===== config.mk =====
export PLATFORM = sky130hd
export DESIGN_NAME = cesq_sequencer
export DESIGN_NICKNAME = d
export VERILOG_FILES = /design/src/inc/cesq_pkg.sv /design/src/rtl/cesq_timer.sv /design/src/rtl/cesq_sequencer.sv
export VERILOG_INCLUDE_DIRS = /design/src /design/src/inc
export SDC_FILE = /design/constraint.sdc
export NUM_CORES = 1
export LEC_CHECK = 0
export ABC_CLOCK_PERIOD_IN_PS = 3800
export BUFFER_PORTS_ARGS = -buffer_cell sky130_fd_sc_hd__buf_2
export CAP_MARGIN = 20
export CORE_MARGIN = 5
export CORE_UTILIZATION = 40
export DETAILED_ROUTE_END_ITERATION = 8
export PLACE_DENSITY_LB_ADDON = 0.25
export SLEW_MARGIN = 20
export SYNTH_ARGS = -nofsm -noshare
export SYNTH_HDL_FRONTEND = slang
export SYNTH_SLANG_ARGS = --single-unit

===== constraint.sdc =====
create_clock -name clk -period 3.8 [get_ports clk]
set_input_delay 0.76 -clock clk [delete_from_list [all_inputs] [get_ports clk]]
set_output_delay 0.76 -clock clk [all_outputs]
set_load 0.01 [all_outputs]

===== src/inc/cesq_map.svh =====
// offsets-free constants: field codes, reset values and timing counts of the sequencer
`ifndef CESQ_MAP_SVH
`define CESQ_MAP_SVH
// ============================================================
// timing
`define CESQ_CLK_MHZ          50
`define CESQ_RESET_TIME_US    100
`define CESQ_RESET_CYCLES     (`CESQ_RESET_TIME_US * `CESQ_CLK_MHZ)
`define CESQ_TIMEOUT_DEF      32'd1000
`define CESQ_STEP_CYCLES      16'd4
// ============================================================
// data-line level codes
`define CESQ_LVL_W            3
`define CESQ_LVL_LOW          3'h0
`define CESQ_LVL_A            3'h1
`define CESQ_LVL_B            3'h2
`define CESQ_LVL_C            3'h3
`define CESQ_LVL_D            3'h4
`define CESQ_LVL_900MV        3'h5
`define CESQ_LVL_DIV          3'h6
// ============================================================
// profile indices in default order
`define CESQ_NPROF            9
`define CESQ_P_LEG1           4'h0
`define CESQ_P_DCP            4'h1
`define CESQ_P_LEG2           4'h2
`define CESQ_P_LEG3           4'h3
`define CESQ_P_LEG4           4'h4
`define CESQ_P_LEG5           4'h5
`define CESQ_P_LEG6           4'h6
`define CESQ_P_LEG7           4'h7
`define CESQ_P_CUST           4'h8
`define CESQ_P_NONE           4'hF
`endif


===== src/inc/cesq_pkg.sv =====
// types shared by the emulation sequencer files
package cesq_pkg;
    typedef logic [3:0] cesq_prof_t;
    typedef logic [2:0] cesq_lvl_t;
    typedef enum logic [2:0] {
        CESQ_IDLE,
        CESQ_RESET,
        CESQ_SELECT,
        CESQ_SIGNAL,
        CESQ_APPLY,
        CESQ_CUSTOM,
        CESQ_DONE
    } cesq_state_e;
endpackage : cesq_pkg


===== src/rtl/cesq_timer.sv =====
// one-shot down counter with expiry pulse
`timescale 1ns/1ps
module cesq_timer
    import cesq_pkg::*;
#(
    parameter int W = 32
) (
    input  wire logic         clk,
    input  wire logic         reset,
    input  wire logic         load,
    input  wire logic [W-1:0] value,
    output logic              expired
);
    logic [W-1:0] cnt_q;
    logic [W-1:0] cnt_d;
    logic         run_q;
    logic         run_d;
    logic         exp_q;
    logic         exp_d;

    always_comb begin
        cnt_d = cnt_q;
        run_d = run_q;
        exp_d = 1'b0;
        if (load) begin
            cnt_d = (value == '0) ? W'(1) : value;
            run_d = 1'b1;
        end else if (run_q) begin
            if (cnt_q == W'(1)) begin
                run_d = 1'b0;
                exp_d = 1'b1;
            end
            cnt_d = cnt_q - W'(1);
        end
    end

    always_ff @(posedge clk) begin
        if (reset) begin
            cnt_q <= '0;
            run_q <= 1'b0;
            exp_q <= 1'b0;
        end else begin
            cnt_q <= cnt_d;
            run_q <= run_d;
            exp_q <= exp_d;
        end
    end

    assign expired = exp_q;
endmodule : cesq_timer


===== src/rtl/cesq_sequencer.sv =====
// dedicated emulation cycle profile sequencer
// ============================================================
// Behaviour
// - dcp profile in cycle is qualified by profile timeout timer
// - dcp accepted: flag, keep short, switch open, constant current
// - dcp rejected: drop signature, advance to next profile
// - legacy 2: connect short resistor first, then apply vbus
// - legacy 2 accepted: charging, keep short, constant current
// - legacy 2 rejected: remove short, emulation reset, next profile
// - legacy 1,3,4,6: drive per-profile line levels before vbus
// - legacy accept: keep levels unless keep bit clear; mode min
// - legacy reject: remove both line levels, reset, next profile
// - legacy 5: same fixed level on both lines, then vbus
// - legacy 7: only d+ via divider, then vbus; reject clears it
// - legacy 7 accept: keep d+ unless keep bit clear; min mode
// - custom profile may join cycle, placed first or last
// - custom runs three stimulus/response pairs strictly in order
// - order legacy1, dcp, legacy2..7, custom; custom first if set
// - emulation reset: switch open, discharge, hold, lines low
`timescale 1ns/1ps
`include "cesq_map.svh"
module cesq_sequencer
    import cesq_pkg::*;
#(
    parameter int RESET_CYCLES = `CESQ_RESET_CYCLES,
    parameter int TW           = 32
) (
    input  wire logic          clk,
    input  wire logic          reset,
    input  wire logic          cycle_enable,
    input  wire logic [8:0]    profile_enable,
    input  wire logic          custom_profile_first,
    input  wire logic          keep_response_after_accept,
    input  wire logic          r2_min_current_threshold,
    input  wire logic          charge_detect_current,
    input  wire logic [TW-1:0] profile_timeout,
    input  wire logic          custom_response_met,
    output logic [2:0]         port_dplus_line,
    output logic [2:0]         port_dminus_line,
    output logic               data_line_short_resistor,
    output logic               vbus_switch_closed,
    output logic               vbus_discharge,
    output logic               hs_switch_closed,
    output logic               cc_mode,
    output logic               dcp_detected,
    output logic               charging,
    output logic [3:0]         applied_profile,
    output logic [1:0]         custom_stage
);
    // ============================================================
    // state
    cesq_state_e  st_q,  st_d;
    cesq_prof_t   pos_q, pos_d;
    cesq_prof_t   prof_q, prof_d;
    logic [31:0]  rst_q, rst_d;
    logic [1:0]   stg_q, stg_d;
    cesq_lvl_t    dp_q, dp_d, dm_q, dm_d;
    logic         sh_q, sh_d, sw_q, sw_d, dis_q, dis_d;
    logic         cc_q, cc_d, dcp_q, dcp_d, chg_q, chg_d;
    logic         hs_q, hs_d, decide;
    logic         tload;
    logic         texp;

    cesq_timer #(.W(TW)) u_timer (
        .clk     (clk),
        .reset   (reset),
        .load    (tload),
        .value   (profile_timeout),
        .expired (texp)
    );

    function automatic cesq_prof_t order_at(input cesq_prof_t p, input logic cf);
        cesq_prof_t r;
        r = p;
        if (cf) begin
            r = (p == 4'h0) ? `CESQ_P_CUST : 4'(p - 4'h1);
        end
        return r;
    endfunction : order_at

    always_comb begin
        st_d = st_q; pos_d = pos_q; prof_d = prof_q; rst_d = rst_q; stg_d = stg_q;
        dp_d = dp_q; dm_d = dm_q; sh_d = sh_q; sw_d = sw_q; dis_d = dis_q;
        cc_d = cc_q; dcp_d = dcp_q; chg_d = chg_q;
        tload = 1'b0;
        hs_d = 1'b0;
        decide = 1'b0;
        case (st_q)
            CESQ_IDLE: begin
                if (cycle_enable) begin
                    pos_d = 4'h0;
                    rst_d = 32'(RESET_CYCLES);
                    st_d  = CESQ_RESET;
                end
            end
            CESQ_RESET: begin
                sw_d = 1'b0; dis_d = 1'b1; sh_d = 1'b0;
                dp_d = `CESQ_LVL_LOW; dm_d = `CESQ_LVL_LOW;
                prof_d = `CESQ_P_NONE;
                rst_d = rst_q - 32'd1;
                // discharge ends in select so it spans the full reset count
                if (rst_q <= 32'd1) begin
                    st_d  = CESQ_SELECT;
                end
            end
            CESQ_SELECT: begin
                dis_d = 1'b0;
                if (pos_q >= 4'(`CESQ_NPROF)) begin
                    pos_d = 4'h0;       // wrap, keep retrying while enabled
                    rst_d = 32'(RESET_CYCLES);
                    st_d  = CESQ_RESET;
                end else if (profile_enable[order_at(pos_q, custom_profile_first)]) begin
                    prof_d = order_at(pos_q, custom_profile_first);
                    rst_d  = 32'd0;
                    st_d   = CESQ_SIGNAL;
                end else begin
                    pos_d = pos_q + 4'h1;
                end
            end
            // signature in the first cycle, vbus only in the second
            CESQ_SIGNAL: begin
                if (rst_q == 32'd0) begin
                    rst_d = 32'd1;
                    case (prof_q)
                        `CESQ_P_DCP, `CESQ_P_LEG2: sh_d = 1'b1;
                        `CESQ_P_LEG1: begin dp_d = `CESQ_LVL_A; dm_d = `CESQ_LVL_B; end
                        `CESQ_P_LEG3: begin dp_d = `CESQ_LVL_B; dm_d = `CESQ_LVL_A; end
                        `CESQ_P_LEG4: begin dp_d = `CESQ_LVL_C; dm_d = `CESQ_LVL_C; end
                        `CESQ_P_LEG6: begin dp_d = `CESQ_LVL_D; dm_d = `CESQ_LVL_B; end
                        `CESQ_P_LEG5: begin dp_d = `CESQ_LVL_900MV; dm_d = `CESQ_LVL_900MV; end
                        `CESQ_P_LEG7: dp_d = `CESQ_LVL_DIV;
                        default: ;
                    endcase
                end else begin
                    rst_d = 32'd0;
                    sw_d  = 1'b1;
                    cc_d  = 1'b1;
                    stg_d = 2'd0;
                    tload = 1'b1;
                    st_d  = (prof_q == `CESQ_P_CUST) ? CESQ_CUSTOM : CESQ_APPLY;
                end
            end
            CESQ_CUSTOM: begin
                if (custom_response_met && stg_q != 2'd3) begin
                    stg_d = stg_q + 2'd1;
                end
                decide = texp;
            end
            CESQ_APPLY: begin
                decide = texp;
            end
            CESQ_DONE: begin
                if (!cycle_enable) begin
                    st_d = CESQ_IDLE; chg_d = 1'b0; dcp_d = 1'b0;
                end
            end
            default: st_d = CESQ_IDLE;
        endcase
        // single sample at expiry, custom included
        if (decide) begin
            if (charge_detect_current && (prof_q != `CESQ_P_CUST || stg_q == 2'd3)) begin
                chg_d = 1'b1;
                st_d  = CESQ_DONE;
                if (prof_q == `CESQ_P_DCP || prof_q == `CESQ_P_LEG2) begin
                    cc_d  = 1'b1;
                    dcp_d = (prof_q == `CESQ_P_DCP);
                end else begin
                    cc_d = ~r2_min_current_threshold;
                    if (!keep_response_after_accept) begin
                        dp_d = `CESQ_LVL_LOW;
                        dm_d = `CESQ_LVL_LOW;
                    end
                end
            end else begin
                sh_d  = 1'b0;
                dp_d  = `CESQ_LVL_LOW;
                dm_d  = `CESQ_LVL_LOW;
                pos_d = pos_q + 4'h1;
                rst_d = 32'(RESET_CYCLES);
                st_d  = CESQ_RESET;
            end
        end
        if (!cycle_enable && st_q != CESQ_IDLE) begin
            st_d = CESQ_IDLE; sw_d = 1'b0; sh_d = 1'b0; dis_d = 1'b0;
            dp_d = `CESQ_LVL_LOW; dm_d = `CESQ_LVL_LOW; chg_d = 1'b0; dcp_d = 1'b0;
        end
    end

    always_ff @(posedge clk) begin
        if (reset) begin
            st_q <= CESQ_IDLE; pos_q <= 4'h0; prof_q <= `CESQ_P_NONE; rst_q <= 32'h0;
            stg_q <= 2'h0; dp_q <= `CESQ_LVL_LOW; dm_q <= `CESQ_LVL_LOW;
            sh_q <= 1'b0; sw_q <= 1'b0; dis_q <= 1'b0;
            cc_q <= 1'b0; dcp_q <= 1'b0; chg_q <= 1'b0;
            hs_q <= 1'b0;
        end else begin
            st_q <= st_d; pos_q <= pos_d; prof_q <= prof_d; rst_q <= rst_d;
            stg_q <= stg_d; dp_q <= dp_d; dm_q <= dm_d;
            sh_q <= sh_d; sw_q <= sw_d; dis_q <= dis_d;
            cc_q <= cc_d; dcp_q <= dcp_d; chg_q <= chg_d;
            hs_q <= hs_d;
        end
    end

    assign port_dplus_line          = dp_q;
    assign port_dminus_line         = dm_q;
    assign data_line_short_resistor = sh_q;
    assign vbus_switch_closed       = sw_q;
    assign vbus_discharge           = dis_q;
    // high-speed switch held open in cycle
    assign hs_switch_closed         = hs_q;
    assign cc_mode                  = cc_q;
    assign dcp_detected             = dcp_q;
    assign charging                 = chg_q;
    assign applied_profile          = prof_q;
    assign custom_stage             = stg_q;

    // ============================================================
    // checks
    // reset opens switch
    a_reset_opens_sw: assert property (@(posedge clk) disable iff (reset)
        (st_q == CESQ_RESET) |=> !sw_q) else $error("switch closed during reset");
    a_short_before_vbus: assert property (@(posedge clk) disable iff (reset)
        (prof_q == `CESQ_P_LEG2 && $rose(sw_q)) |-> $past(sh_q)) else $error("short missing");
    a_dcp_keeps_short: assert property (@(posedge clk) disable iff (reset)
        dcp_q |-> sh_q && cc_q && !hs_switch_closed) else $error("dcp accept wrong");
    a_reject_clears: assert property (@(posedge clk) disable iff (reset)
        (st_q == CESQ_APPLY && texp && !charge_detect_current && cycle_enable)
        |=> dp_q == 3'h0 && dm_q == 3'h0 && !sh_q) else $error("reject left levels");
    a_accept_sampled: assert property (@(posedge clk) disable iff (reset)
        (st_q == CESQ_APPLY && texp && charge_detect_current && prof_q != 4'h8 && cycle_enable)
        |=> chg_q) else $error("accept missed");
    a_leg7_dplus: assert property (@(posedge clk) disable iff (reset)
        (st_q == CESQ_APPLY && prof_q == 4'h7) |-> dm_q == 3'h0) else $error("legacy7 drove d-");
    a_leg5_equal: assert property (@(posedge clk) disable iff (reset)
        (st_q == CESQ_APPLY && prof_q == 4'h5) |-> dp_q == dm_q) else $error("legacy5 unequal");
    a_stage_steps: assert property (@(posedge clk) disable iff (reset)
        (st_q == CESQ_CUSTOM) |=> (stg_q == $past(stg_q) || stg_q == $past(stg_q) + 2'd1))
        else $error("custom stage jumped");
    c_dcp_accept:  cover property (@(posedge clk) disable iff (reset) $rose(dcp_q));
    c_leg_accept:  cover property (@(posedge clk) disable iff (reset) $rose(chg_q) && !dcp_q);
    c_custom_done: cover property (@(posedge clk) disable iff (reset) stg_q == 2'd3);
endmodule : cesq_sequencer


* Word level (Yosys, flattened, before mapping)
Index checks and enable logic that the tools add are counted.
Cells by class: add/subtract/negate cells 5, magnitude comparators 3, equality and inequality tests 28, mux-type cells 81, bitwise gates (word level) 2, reductions and logical operators 25
Operator list (number):
- $mux W32 | 8
- $pmux W32 S4 | 1
- $logic_not A32 Y1 | 2
- $sub A32 B1 Y32 const B | 2
- $mux W3 | 18
- $mux W4 | 11
- $pmux W3 S6 | 2
- $eq A32 B1 Y1 const B | 1
- $le A32 B1 Y1 const B | 1
- $mux W1 | 29
- $eq A4 B3 Y1 const B | 4
- $pmux W4 S2 | 2
- $ne A3 B3 Y1 const B | 4
- $pmux W3 S2 | 2
- $pmux W3 S4 | 1
- $ne A2 B2 Y1 const B | 5
- $eq A3 B3 Y1 const B | 3
- $eq A4 B2 Y1 const B | 2
- $logic_not A4 Y1 | 2
- $ne A4 B4 Y1 const B | 2
- $reduce_bool A2 Y1 | 4
- $reduce_or A2 Y1 | 4
- $eq A3 B2 Y1 const B | 2
- $pmux W1 S2 | 3
- other kinds (23) | 29
Word-level totals: flip-flop bits (word level) 91, input port bits 49, output and inout port bits 19, word-level logic and storage cells 160

* Depth between registers and ports, before layout
Gate-level depths: netlist (run 1).
depth in word-level cells 12, mapped depth 12, gate-level depth less buffers 9

* Modules after synthesis
A second synthesis (run 1) with hierarchy kept.
Second synthesis, totals: cells, all modules 784, area, all modules 5994.5 um2
By module, submodules not included:
- cesq_sequencer | instances 1, cells an instance 499, area each 3744.8 um2, sequential area each 1141.1 um2
- cesq_timer | instances 1, cells an instance 285, area each 2249.7 um2, sequential area each 680.7 um2

* Worst setup path after synthesis (run 1)
No wires, ideal clock.
path type register -> register, start reg pos_q[0], end reg pos_q[1], setup time 0.133 ns, data arrival time 2.788 ns, data required time 3.667 ns, slack 0.879 ns, stages on the path, launching flop included 12, buffers on the path 2, period minus slack after synthesis 2.921 ns, cell sequence dfxtp_1 > clkbuf_1 > inv_1 > ha_1 > clkbuf_1 > o21ai_0 > o22ai_1 > a31oi_1 > a21oi_1 > o31ai_1 > nand2b_1 > o221ai_1
Between the ends: longest elaborated chain between the ends 12, elaborated cells on any way between the ends 15, classes of those cells add/sub: 2; order compare: 1; mux: 11; reduce/logical: 1
RTL lines:
- start, declared | RTL line cesq_sequencer.sv:53 | cesq_prof_t pos_q, pos_d;
- start signal, assigned | RTL line cesq_sequencer.sv:197 | st_q <= st_d; pos_q <= pos_d; prof_q <= prof_d; rst_q <= rst_d;
- $sub A4 B1 Y4 or $logic_not A4 Y1 (tied branches) | RTL line cesq_sequencer.sv:76 | r = (p == 4'h0) ? `CESQ_P_CUST : 4'(p - 4'h1);
- $mux W4 | RTL line cesq_sequencer.sv:76
- $mux W4 | RTL line cesq_sequencer.sv:75 | if (cf) begin
- $mux W4 | RTL line cesq_sequencer.sv:108 | if (pos_q >= 4'(`CESQ_NPROF)) begin
- $mux W4 | RTL line cesq_sequencer.sv:88 | case (st_q)
- $bmux W1 S4 | RTL line cesq_sequencer.sv:112 | end else if (profile_enable[order_at(pos_q, custom_profile_first)]) begin
- $mux W1 (implied by the code) | RTL line cesq_sequencer.sv:112
- $mux W4 | RTL line cesq_sequencer.sv:112
- $mux W4 | RTL line cesq_sequencer.sv:108
- $pmux W4 S2 | RTL line cesq_sequencer.sv:88
- $mux W4 | RTL line cesq_sequencer.sv:161 | if (charge_detect_current && (prof_q != `CESQ_P_CUST || stg_q == 2'd3)) begin
- $mux W4 (*) | RTL line cesq_sequencer.sv:160 | if (decide) begin
Every way passes the cells marked *; elsewhere a longest branch is shown, timed or not. The select of a mux whose other input is x is not followed. A chain may end at the register's enable or synchronous reset.

* Worst setup path after layout (run 1)
start reg pos_q[1], end reg st_q[2]
Between the ends: longest elaborated chain between the ends 9, elaborated cells on any way between the ends 14, classes of those cells add/sub: 1; order compare: 1; eq/ne: 1; mux: 9; reduce/logical: 2
RTL lines:
- $sub A4 B1 Y4 or $logic_not A4 Y1 (tied branches) | RTL line cesq_sequencer.sv:76
- $mux W4 | RTL line cesq_sequencer.sv:76
- $mux W4 | RTL line cesq_sequencer.sv:75
- $mux W4 | RTL line cesq_sequencer.sv:108
- $mux W4 | RTL line cesq_sequencer.sv:88
- $bmux W1 S4 | RTL line cesq_sequencer.sv:112
- $mux W1 (implied by the code) | RTL line cesq_sequencer.sv:112
- $ne A4 B4 Y1 (no line)
- $reduce_and A6 Y1 (no line)
- end signal, assigned | RTL line cesq_sequencer.sv:197
- end, declared | RTL line cesq_sequencer.sv:52 | cesq_state_e st_q, st_d;
Parallel ways exist; a longest one is shown, timed or not. The select of a mux whose other input is x is not followed.

==> impl_results.md, run 1 <==
- Status: completed
- Fin crit period: 3.149 ns
- TritonCTS Buffers: 9
- Slowest-stage cell, CP: nor3b_1
- Worst-Skew Late Latency: 0.35 ns
- Asr flop ratio synth: 0
- Routed length on met1: 7660 µm
- Die span in x: 130.9 µm
- Crit end category: flop
- CP Launch Type: flop
- Finished Layout Cells: 993
- Clk slew on worst S/H paths: 0.07 ns
- Ports: 68
- Critical Setup Path Class: flop to flop
- Commonest non-fill, non-tap cells in the layout: dfxtp_1 (91), nor2_1 (75), buf_2 (66)
- Post-synth EDFFs: 0
- Num rows: 44
- Drt total wl: 17550 µm
- Final core occ: 0.4599
- Final hold violations: 0
- Via count of the first global-routing pass: 5801
- CTS Root Cell: clkbuf_16
- IO buf count: 66
- Slew Viols, Final: 0
- Worst Slack Setup Final: 0.6515 ns
- Deepest clock path buffer count: 2
- Die Y: 130.9 µm
- Full die area: 17130 µm²
- Largest stage delay, worst path: 0.58 ns
- Max-cap viol count: 0
- Residual DRC: 0
- CTS tree: built
- Placed Cells: 977
- Yosys warns: 0
- FMAX: 317.6 MHz
- Main synth FF type: dfxtp_1
- Routed wl met3: 1068 µm
- Leakage: 0.002570 µW
- Initial Util: 0.4053
- Post-cts repair resize count: 0
- CTS hold repair buffers: 0
- Syn Area/Cell: 7.651 µm²
- WL per Instance: 17.68 µm
- Maximum fanout along the worst path: 13
- Critical Path, Cell by Cell: inv_1, ha_1, nor3b_1, o21ai_0, nor3b_1, o31ai_2, buf_4, or3_1, o2111a_1
- RSZ-0062 raised after global routing: false
- PD cells: 767.9 nW/µm²
- Via count: 6168
- Setup_tns: 0 ns
- Vias per cell: 6.211
- Worst EP required: 4.05 ns
- Largest net degree at the start of global routing: 38
- Most common cell after layout, fill and taps aside: dfxtp_1
- Number of setup buffers added after CTS: 0
- Layout area overhead: 13.48%
- Highest routed layer: met4
- Final setup violation count: 0
- Clk_skew: 0.008275 ns
- Clock H-tree levels: 3
- Syn Std Cell Area: 5846 µm²
- Initial antenna violation count: 0
- Tot GR Track Use: 0.2055
- Crit path buf inv count: 2
- CP delay by family, top: simple AND/OR/NAND/NOR gates
- Fin nets: 861
- Distinct cells, synth: 76
- Clock Sink Count: 91
- Critical Path AT: 3.40 ns
- Final worst path period share: 0.8286
- Syn_nets: 821
- Grt total ovfl: 0
- Peak VDD IR: 419.3 µV
- DRT Pass-1 Iters: 5
- Diodes inserted: 0
- Hpwl dp: 12340 µm
- Share of cells above drive strength 1: 0.1533
- First DRT Iteration DRCs: 478
- First-pass GRT wire length: 28500 µm
- Setup Slack @ Placement: 0.6895 ns
- Metal2 WL: 8496 µm
- Cell repeated most along the worst path: nor3b_1
- Gpl congestion: 0.8911
- Worst-Margin Slew: 0.9669 ns
- Worst slew margin: 0.3547
- Core Area: 14420 µm²
- FF+latch count, synth: 91
- Mapped Cells: 764
- Worst Hold Class: flop to flop
- Post-route ant nets: 0
- PnR Total Power: 5094 µW
- Sequential share of the synthesized area: 0.3116
[through the flow]
| step | area, µm² | hold slack (ns) |
|---|---|---|
| finish | 6634 | 0.4689 |
| global placement | 6314 | 0.4382 |
| floorplan | 5846 | 0.4227 |
| global route | 6634 | 0.4965 |
| CTS | 6634 | 0.4632 |
| detailed placement | 6314 | 0.4526 |
[final timing paths]
path                  start        end  slack (ns)  cells after the start
setup reg to reg   pos_q[1]    st_q[2]        0.65                      9
setup / recovery   pos_q[1]    st_q[2]        0.65                      9
hold / removal    rst_q[25]  rst_q[25]        0.47                      1
hold reg to reg   rst_q[25]  rst_q[25]        0.47                      1
[cell families after synthesis]
kind of cell,after synthesis,synth area share
AO/OA/AOI/OAI,243,0.2804
buffers and inverters,66,0.04816
XOR/XNOR,13,0.01948
other,1,0.0006415
multiplexers,4,0.006850
adder cells (fa/ha/maj),8,0.01712
flip-flops,91,0.3116
AND/OR/NAND/NOR,338,0.3157
[registers in the layout, indices dropped and copies added (netlist names), 2 cells and up]
register	count
port_dplus_line	3
rst_q	32
custom_stage	2
u_timer.cnt_q	32
port_dminus_line	3
st_q	3
applied_profile	4
pos_q	4
[cell usage after synthesis, types with 12 or more instances]
cell,instances,area share
a31oi_1,31,0.033
nand2b_1,21,0.022
dfxtp_1,91,0.31
nand3_1,19,0.016
o21ai_0,44,0.038
or3_1,12,0.013
a21oi_1,49,0.042
a211oi_1,17,0.022
a21o_1,16,0.021
nor3_1,46,0.039
nor4_1,23,0.025
nor2_1,75,0.048
nand2_1,53,0.034
clkbuf_1,44,0.028
[area by class of cell]
type / instances / area [µm²]
Timing Repair Buffer: 86 / 480.5
Inverter: 9 / 33.78
Clock buffer: 12 / 246.5
Fill cell: 1439 / 7790
Tap cell: 184 / 230.2
Sequential cell: 91 / 1822
Multi-Input combinational cell: 607 / 3747
Clock inverter: 4 / 73.82
[routing by layer]
layer,vias to the layer above,global-route usage
met4,0,0.06897
met2,230,0.3425
met5,-,0
met3,23,0.03943
met1,2929,0.2671
li1,2986,-
[power breakdown]
part           switching [µW]  internal, µW
clock network             391           595
logic                    1630          1140
registers                 214          1120
total                    2240          2850
Note: power is estimated with default switching activity, not from simulation.
==> run 2, diff against run 1 <==
--- a/config.mk
+++ b/config.mk
@@ -6,7 +6,7 @@
 export SDC_FILE = /design/constraint.sdc
 export NUM_CORES = 1
 export LEC_CHECK = 0
-export ABC_CLOCK_PERIOD_IN_PS = 3800
+export ABC_CLOCK_PERIOD_IN_PS = 2800
 export BUFFER_PORTS_ARGS = -buffer_cell sky130_fd_sc_hd__buf_2
 export CAP_MARGIN = 20
 export CORE_MARGIN = 5
==> constraint.sdc (replaced) <==
create_clock -name clk -period 2.8 [get_ports clk]
set_input_delay 0.56 -clock clk [delete_from_list [all_inputs] [get_ports clk]]
set_output_delay 0.56 -clock clk [all_outputs]
set_load 0.01 [all_outputs]
==> run 2 against run 1 <==
Net effect: hold slack improved by 0.0041 ns; die area did not move; cell area rose by 5.4%; sequential power rose by 33%; utilization rose by 2.5 points; critical path depth fell by 2; clock power rose by 29%; fmax rose by 18%; count of clock-buffer cells in the layout rose by 1; register-to-register slack got worse by 0.53 ns; wire length fell by 2.0%; combinational power rose by 48%; critical endpoint is now u_timer.cnt_q[16].
==> impl_results.md, run 2 (synthesis gave the netlist of run 1 again) <==
- Status: completed
- Commonest non-fill, non-tap cells in the layout: dfxtp_1 (91), nor2_1 (74), buf_2 (66)
- Final worst path period share: 0.9558
- WL per Instance: 16.71 µm
- FF+latch area: 1822 µm²
- Met3 Use GR: 0.03984
- Area of the multi-input gates: 3801 µm²
- IO buf count: 66
- Worst-Margin Slew: 0.6333 ns
- Largest net degree at the start of global routing: 39
- RSZ-0062 raised after global routing: false
- Biggest regs: rst_q (32), u_timer.cnt_q (32)
- Critical Setup Path Class: flop to flop
- Final core occ: 0.4849
- Worst-Skew Late Latency: 0.35 ns
- Deepest clock path buffer count: 2
- Slew Viols, Final: 0
- Peak VDD IR: 713.7 µV
- Worst Hold Class: flop to flop
- Clk_skew: 0.008203 ns
- Full die area: 17130 µm²
- Most common cell after layout, fill and taps aside: dfxtp_1
- Ports: 68
- Diodes inserted: 0
- Via count: 6147
- Tot GR Track Use: 0.2041
- DRT Pass-1 Iters: 5
- Worst EP required: 3.02 ns
- Layout area overhead: 19.65%
- Met1 Use GR: 0.2912
- Crit end category: flop
- Placed Area: 6659 µm²
- Max-cap viol count: 0
- CTS hold repair buffers: 0
- TritonCTS Buffers: 9
- Post-route ant nets: 0
- Number of setup buffers added after CTS: 0
- Leakage: 0.002765 µW
- Clock H-tree levels: 3
- Fin nets: 897
- Fin area: 6994 µm²
- Residual DRC: 0
- Final hold violations: 0
- PD cells: 1021 nW/µm²
- CTS tree: built
- Gpl congestion: 0.8723
- M2 GR Usage: 0.3131
- Core Area: 14420 µm²
- Maximum fanout along the worst path: 6
- Filler cells: 1442
- Initial Util: 0.4053
- Hold WS: 0.4730 ns
- Hpwl dp: 12500 µm
- Num rows: 44
- Clk slew on worst S/H paths: 0.07 ns
- First-pass GRT wire length: 28500 µm
- Die span in x: 130.9 µm
- Worst slew margin: 0.5772
- Clock Sink Count: 91
- CTS Root Cell: clkbuf_16
- Fin crit period: 2.676 ns
- FMAX: 373.7 MHz
- Share of cells above drive strength 1: 0.2012
- Vias per cell: 5.974
- Initial antenna violation count: 0
- Final setup violation count: 0
- Drt total wl: 17200 µm
- Die Y: 130.9 µm
- Via count of the first global-routing pass: 5652
- First DRT Iteration DRCs: 436
- CP Launch Type: flop
- Layer with the highest usage: met2
- Critical Path AT: 2.90 ns
- Grt total ovfl: 0
==> run 2: per-stage QoR <==
step                      total power (µW)  setup WS, ns  setup TNS (ns)  cells
final                                 7141        0.1237               0   1029
after global placement                5821       0.03878               0   1013
after global routing                  7732       0.01112               0   1029
after detailed placement              5844    -0.0003386      -0.0003386   1013
after floorplan                       4653       0.01668               0    764
after CTS                             7139       0.05619               0   1029
==> run 2: what timing repair did <==
action | CTS | global route
pin swaps | 0 | 1
resized for setup | 2 | 7
endpoints found under the setup margin | 7 | 51
==> run 2: worst max-delay path, stage by stage (launching register included) <==
cell and delay (ns):
dfxtp_1 0.36, or4_4 0.57, or4_1 0.46, or3_1 0.37, or3_1 0.34, xnor2_1 0.14
a221oi_2 0.25, nor3_2 0.07
==> run 2: path summary, 6_finish.rpt <==
path                         start                 to  slack, ns  depth (start not counted)
setup / recovery  u_timer.cnt_q[4]  u_timer.cnt_q[16]       0.12                          7
hold / removal            charging           charging       0.47                          2
setup reg to reg  u_timer.cnt_q[4]  u_timer.cnt_q[16]       0.12                          7
hold reg to reg           charging           charging       0.47                          2
==> run 2: layout make-up <==
class                      count  share of cell area
clock inverter                 3            0.006619
multi-input combinational    607              0.5435
clock buffer                  13             0.03721
sequential                    91              0.2605
timing repair buffer         122              0.1145
inverter                       9            0.004830
tap                          184             0.03292
==> run 2: per-layer routing <==
metal	share of wire	wire, µm
met2	0.45	7760
met1	0.49	8342
met4	0.021	358
met3	0.043	733
met5	0	0
==> run 2: power breakdown <==
part           internal [µW]  switching (µW)  total (µW)  leakage [µW]
registers               1530             256        1780      0.000737
clock network            744             530        1270      0.000146
logic                   1850            2240        4090       0.00188
total                   4120            3020        7140       0.00276
==> run 3, diff against run 2 <==
--- a/config.mk
+++ b/config.mk
@@ -9,8 +9,10 @@
 export ABC_CLOCK_PERIOD_IN_PS = 2800
 export BUFFER_PORTS_ARGS = -buffer_cell sky130_fd_sc_hd__buf_2
 export CAP_MARGIN = 20
+export CELL_PAD_IN_SITES_DETAIL_PLACEMENT = 2
+export CELL_PAD_IN_SITES_GLOBAL_PLACEMENT = 2
 export CORE_MARGIN = 5
-export CORE_UTILIZATION = 40
+export CORE_UTILIZATION = 31
 export DETAILED_ROUTE_END_ITERATION = 8
 export PLACE_DENSITY_LB_ADDON = 0.25
 export SLEW_MARGIN = 20
==> run 3 against run 2 <==
Net effect: total power grew 4.3%; count of clock-buffer cells in the layout shrank 1; hold slack gained 0.0070 ns; register-to-register slack is essentially flat; critical path type unchanged; critical endpoint is now u_timer.cnt_q[22]; highest routed layer unchanged.
==> impl_results.md, run 3 (synthesis gave the netlist of run 1 again) <==
- CTS hold repair buffers: 0
- Deepest clock path buffer count: 2
- Flop pwr share: 0.244
- Filler cells: 2174
- Clock Sink Count: 91
- Worst EP required: 3.02 ns
- CTS tree: built
- DRT Pass-1 Iters: 4
- Hpwl dp: 16740 µm
- Ports: 68
- Crit Reg-Reg Startpoint: rst_q[29]
- Vias per cell: 5.925
- PD cells: 1050 nW/µm²
- Logic gate share of total power: 0.602
- Most common cell after layout, fill and taps aside: dfxtp_1
- Finished Layout Cells: 1078
- Via count of the first global-routing pass: 6955
- Worst Hold Class: flop to flop
- Diodes inserted: 0
- Slew Viols, Final: 0
- Total internal power: 4023 µW
- Area of the multi-input gates: 3864 µm²
- Leakage: 0.002774 µW
- Gpl congestion: 0.8808
- Reg-to-Reg End: u_timer.cnt_q[22]
- Placed Cells: 1063
- Residual DRC: 0
- Via count: 6387
- Share of cells above drive strength 1: 0.2121
- Clock H-tree levels: 3
- CTS Root Cell: clkbuf_16
- Layout area overhead: 21.34%
- Number of setup buffers added after CTS: 0
- Maximum fanout along the worst path: 29
- Crit end category: flop
- Worst-Skew Late Latency: 0.35 ns
- Die span in x: 147.3 µm
- Worst-Margin Slew: 0.7935 ns
- Final hold violations: 0
- Initial Util: 0.3136
- Final core occ: 0.3805
- Final setup violation count: 0
- Peak VDD IR: 398.7 µV
- First DRT Iteration DRCs: 256
- Num rows: 50
- Fin crit period: 2.690 ns
- Switching share of power: 0.4596
- TritonCTS Buffers: 9
- Critical Path AT: 2.91 ns
- Fin nets: 898
- Worst slew margin: 0.4661
- Worst R2R Setup Slack: 0.11 ns
- IO buf count: 66
- Crit path to: u_timer.cnt_q[22]
- Status: completed
- Clk slew on worst S/H paths: 0.07 ns
- Sw power: 3422 µW
- Clock power share: 0.155
- Clk_skew: 0.008465 ns
- Die Y: 147.3 µm
- Final worst path period share: 0.9608
- Post-route ant nets: 0
- WL per Instance: 21.54 µm
- Grt total ovfl: 0
- Biggest regs: rst_q (32), u_timer.cnt_q (32)
- Largest net degree at the start of global routing: 37
- Commonest non-fill, non-tap cells in the layout: dfxtp_1 (91), nor2_1 (74), buf_2 (66)
- Initial antenna violation count: 0
- Critical Setup Path Class: flop to flop
- Drt total wl: 23220 µm
- First-pass GRT wire length: 37520 µm
- Core Area: 18640 µm²
- Crit. Startpoint: rst_q[29]
- Tot GR Track Use: 0.2093
- CP Launch Type: flop
- Full die area: 21700 µm²
- FF+latch area: 1822 µm²
- FMAX: 371.7 MHz
- Max-cap viol count: 0
- R2R cell count: 9
- Hold Path Origin: charging
[run 3: cell count changes in the layout (fill, tap and decap cells not counted), moves of 2 or more]
cell,previous run,this run
a21oi_1,47,43
a21oi_2,2,6
buf_6,0,2
nor4_1,23,21
nor4_2,0,2
[run 3: routing by layer]
layer,track usage,share of wire
met1,0.2843,0.48
met2,0.3558,0.48
met3,0.03146,0.033
met4,0.03914,0.0068
met5,0,0
[run 3: layout make-up]
cell class	count	area share
Clock buffer	12	0.03475
Clock inverter	2	0.001940
Inverter	9	0.004763
Multi-Input combinational cell	607	0.5447
Sequential cell	91	0.2568
Tap cell	234	0.04128
Timing Repair Buffer	123	0.1157
[run 3: power by group through the flow]
stage | Clock (µW) | Sequential [µW] | Combinational (µW)
2_1_floorplan | 0 | 1730 | 2920
3_3_place_gp | 0 | 1800 | 4070
3_5_place_dp | 0 | 1830 | 4290
4_1_cts | 1180 | 1800 | 4360
5_1_grt | 1240 | 1850 | 4930
6_report | 1150 | 1810 | 4480
[run 3: critical path: stages, from the launching register on]
cell and delay, ns:
dfxtp_1 0.34, or4_4 0.54, or4_1 0.51, and4bb_1 0.30
buf_6 0.16, nor3b_2 0.07, buf_12 0.17, a22o_1 0.24
a21oi_1 0.15, nor3_1 0.07
[run 3: worst min-delay path by stage]
stage | endpoint | slack, ns | cells after the start
6_report | charging | 0.48 | 2
5_1_grt | u_timer.cnt_q[26] | 0.48 | 3
4_1_cts | u_timer.cnt_q[26] | 0.47 | 3
3_5_place_dp | rst_q[14] | 0.47 | 1
3_3_place_gp | charging | 0.45 | 2
2_1_floorplan | rst_q[25] | 0.42 | 1
[run 3: repair_timing]
| item | CTS | global route |
|---|---|---|
| pin swaps | 0 | 1 |
| gates cloned | 0 | 1 |
| setup endpoints to repair | 7 | 47 |
| resized for setup | 4 | 23 |
[run 3: through the flow]
stage | instance area, µm² | power [µW] | worst slack, ns | hold WS [ns] | setup TNS (ns)
after floorplan | 5868 | 4653 | 0.01668 | 0.4227 | 0
after global placement | 6694 | 5865 | 0.09703 | 0.4501 | 0
after detailed placement | 6694 | 6117 | -0.03073 | 0.4654 | -0.09593
after CTS | 6972 | 7348 | -0.01282 | 0.4746 | -0.01282
after global routing | 7093 | 8017 | -0.05090 | 0.4818 | -0.09402
final | 7093 | 7445 | 0.1097 | 0.4800 | 0
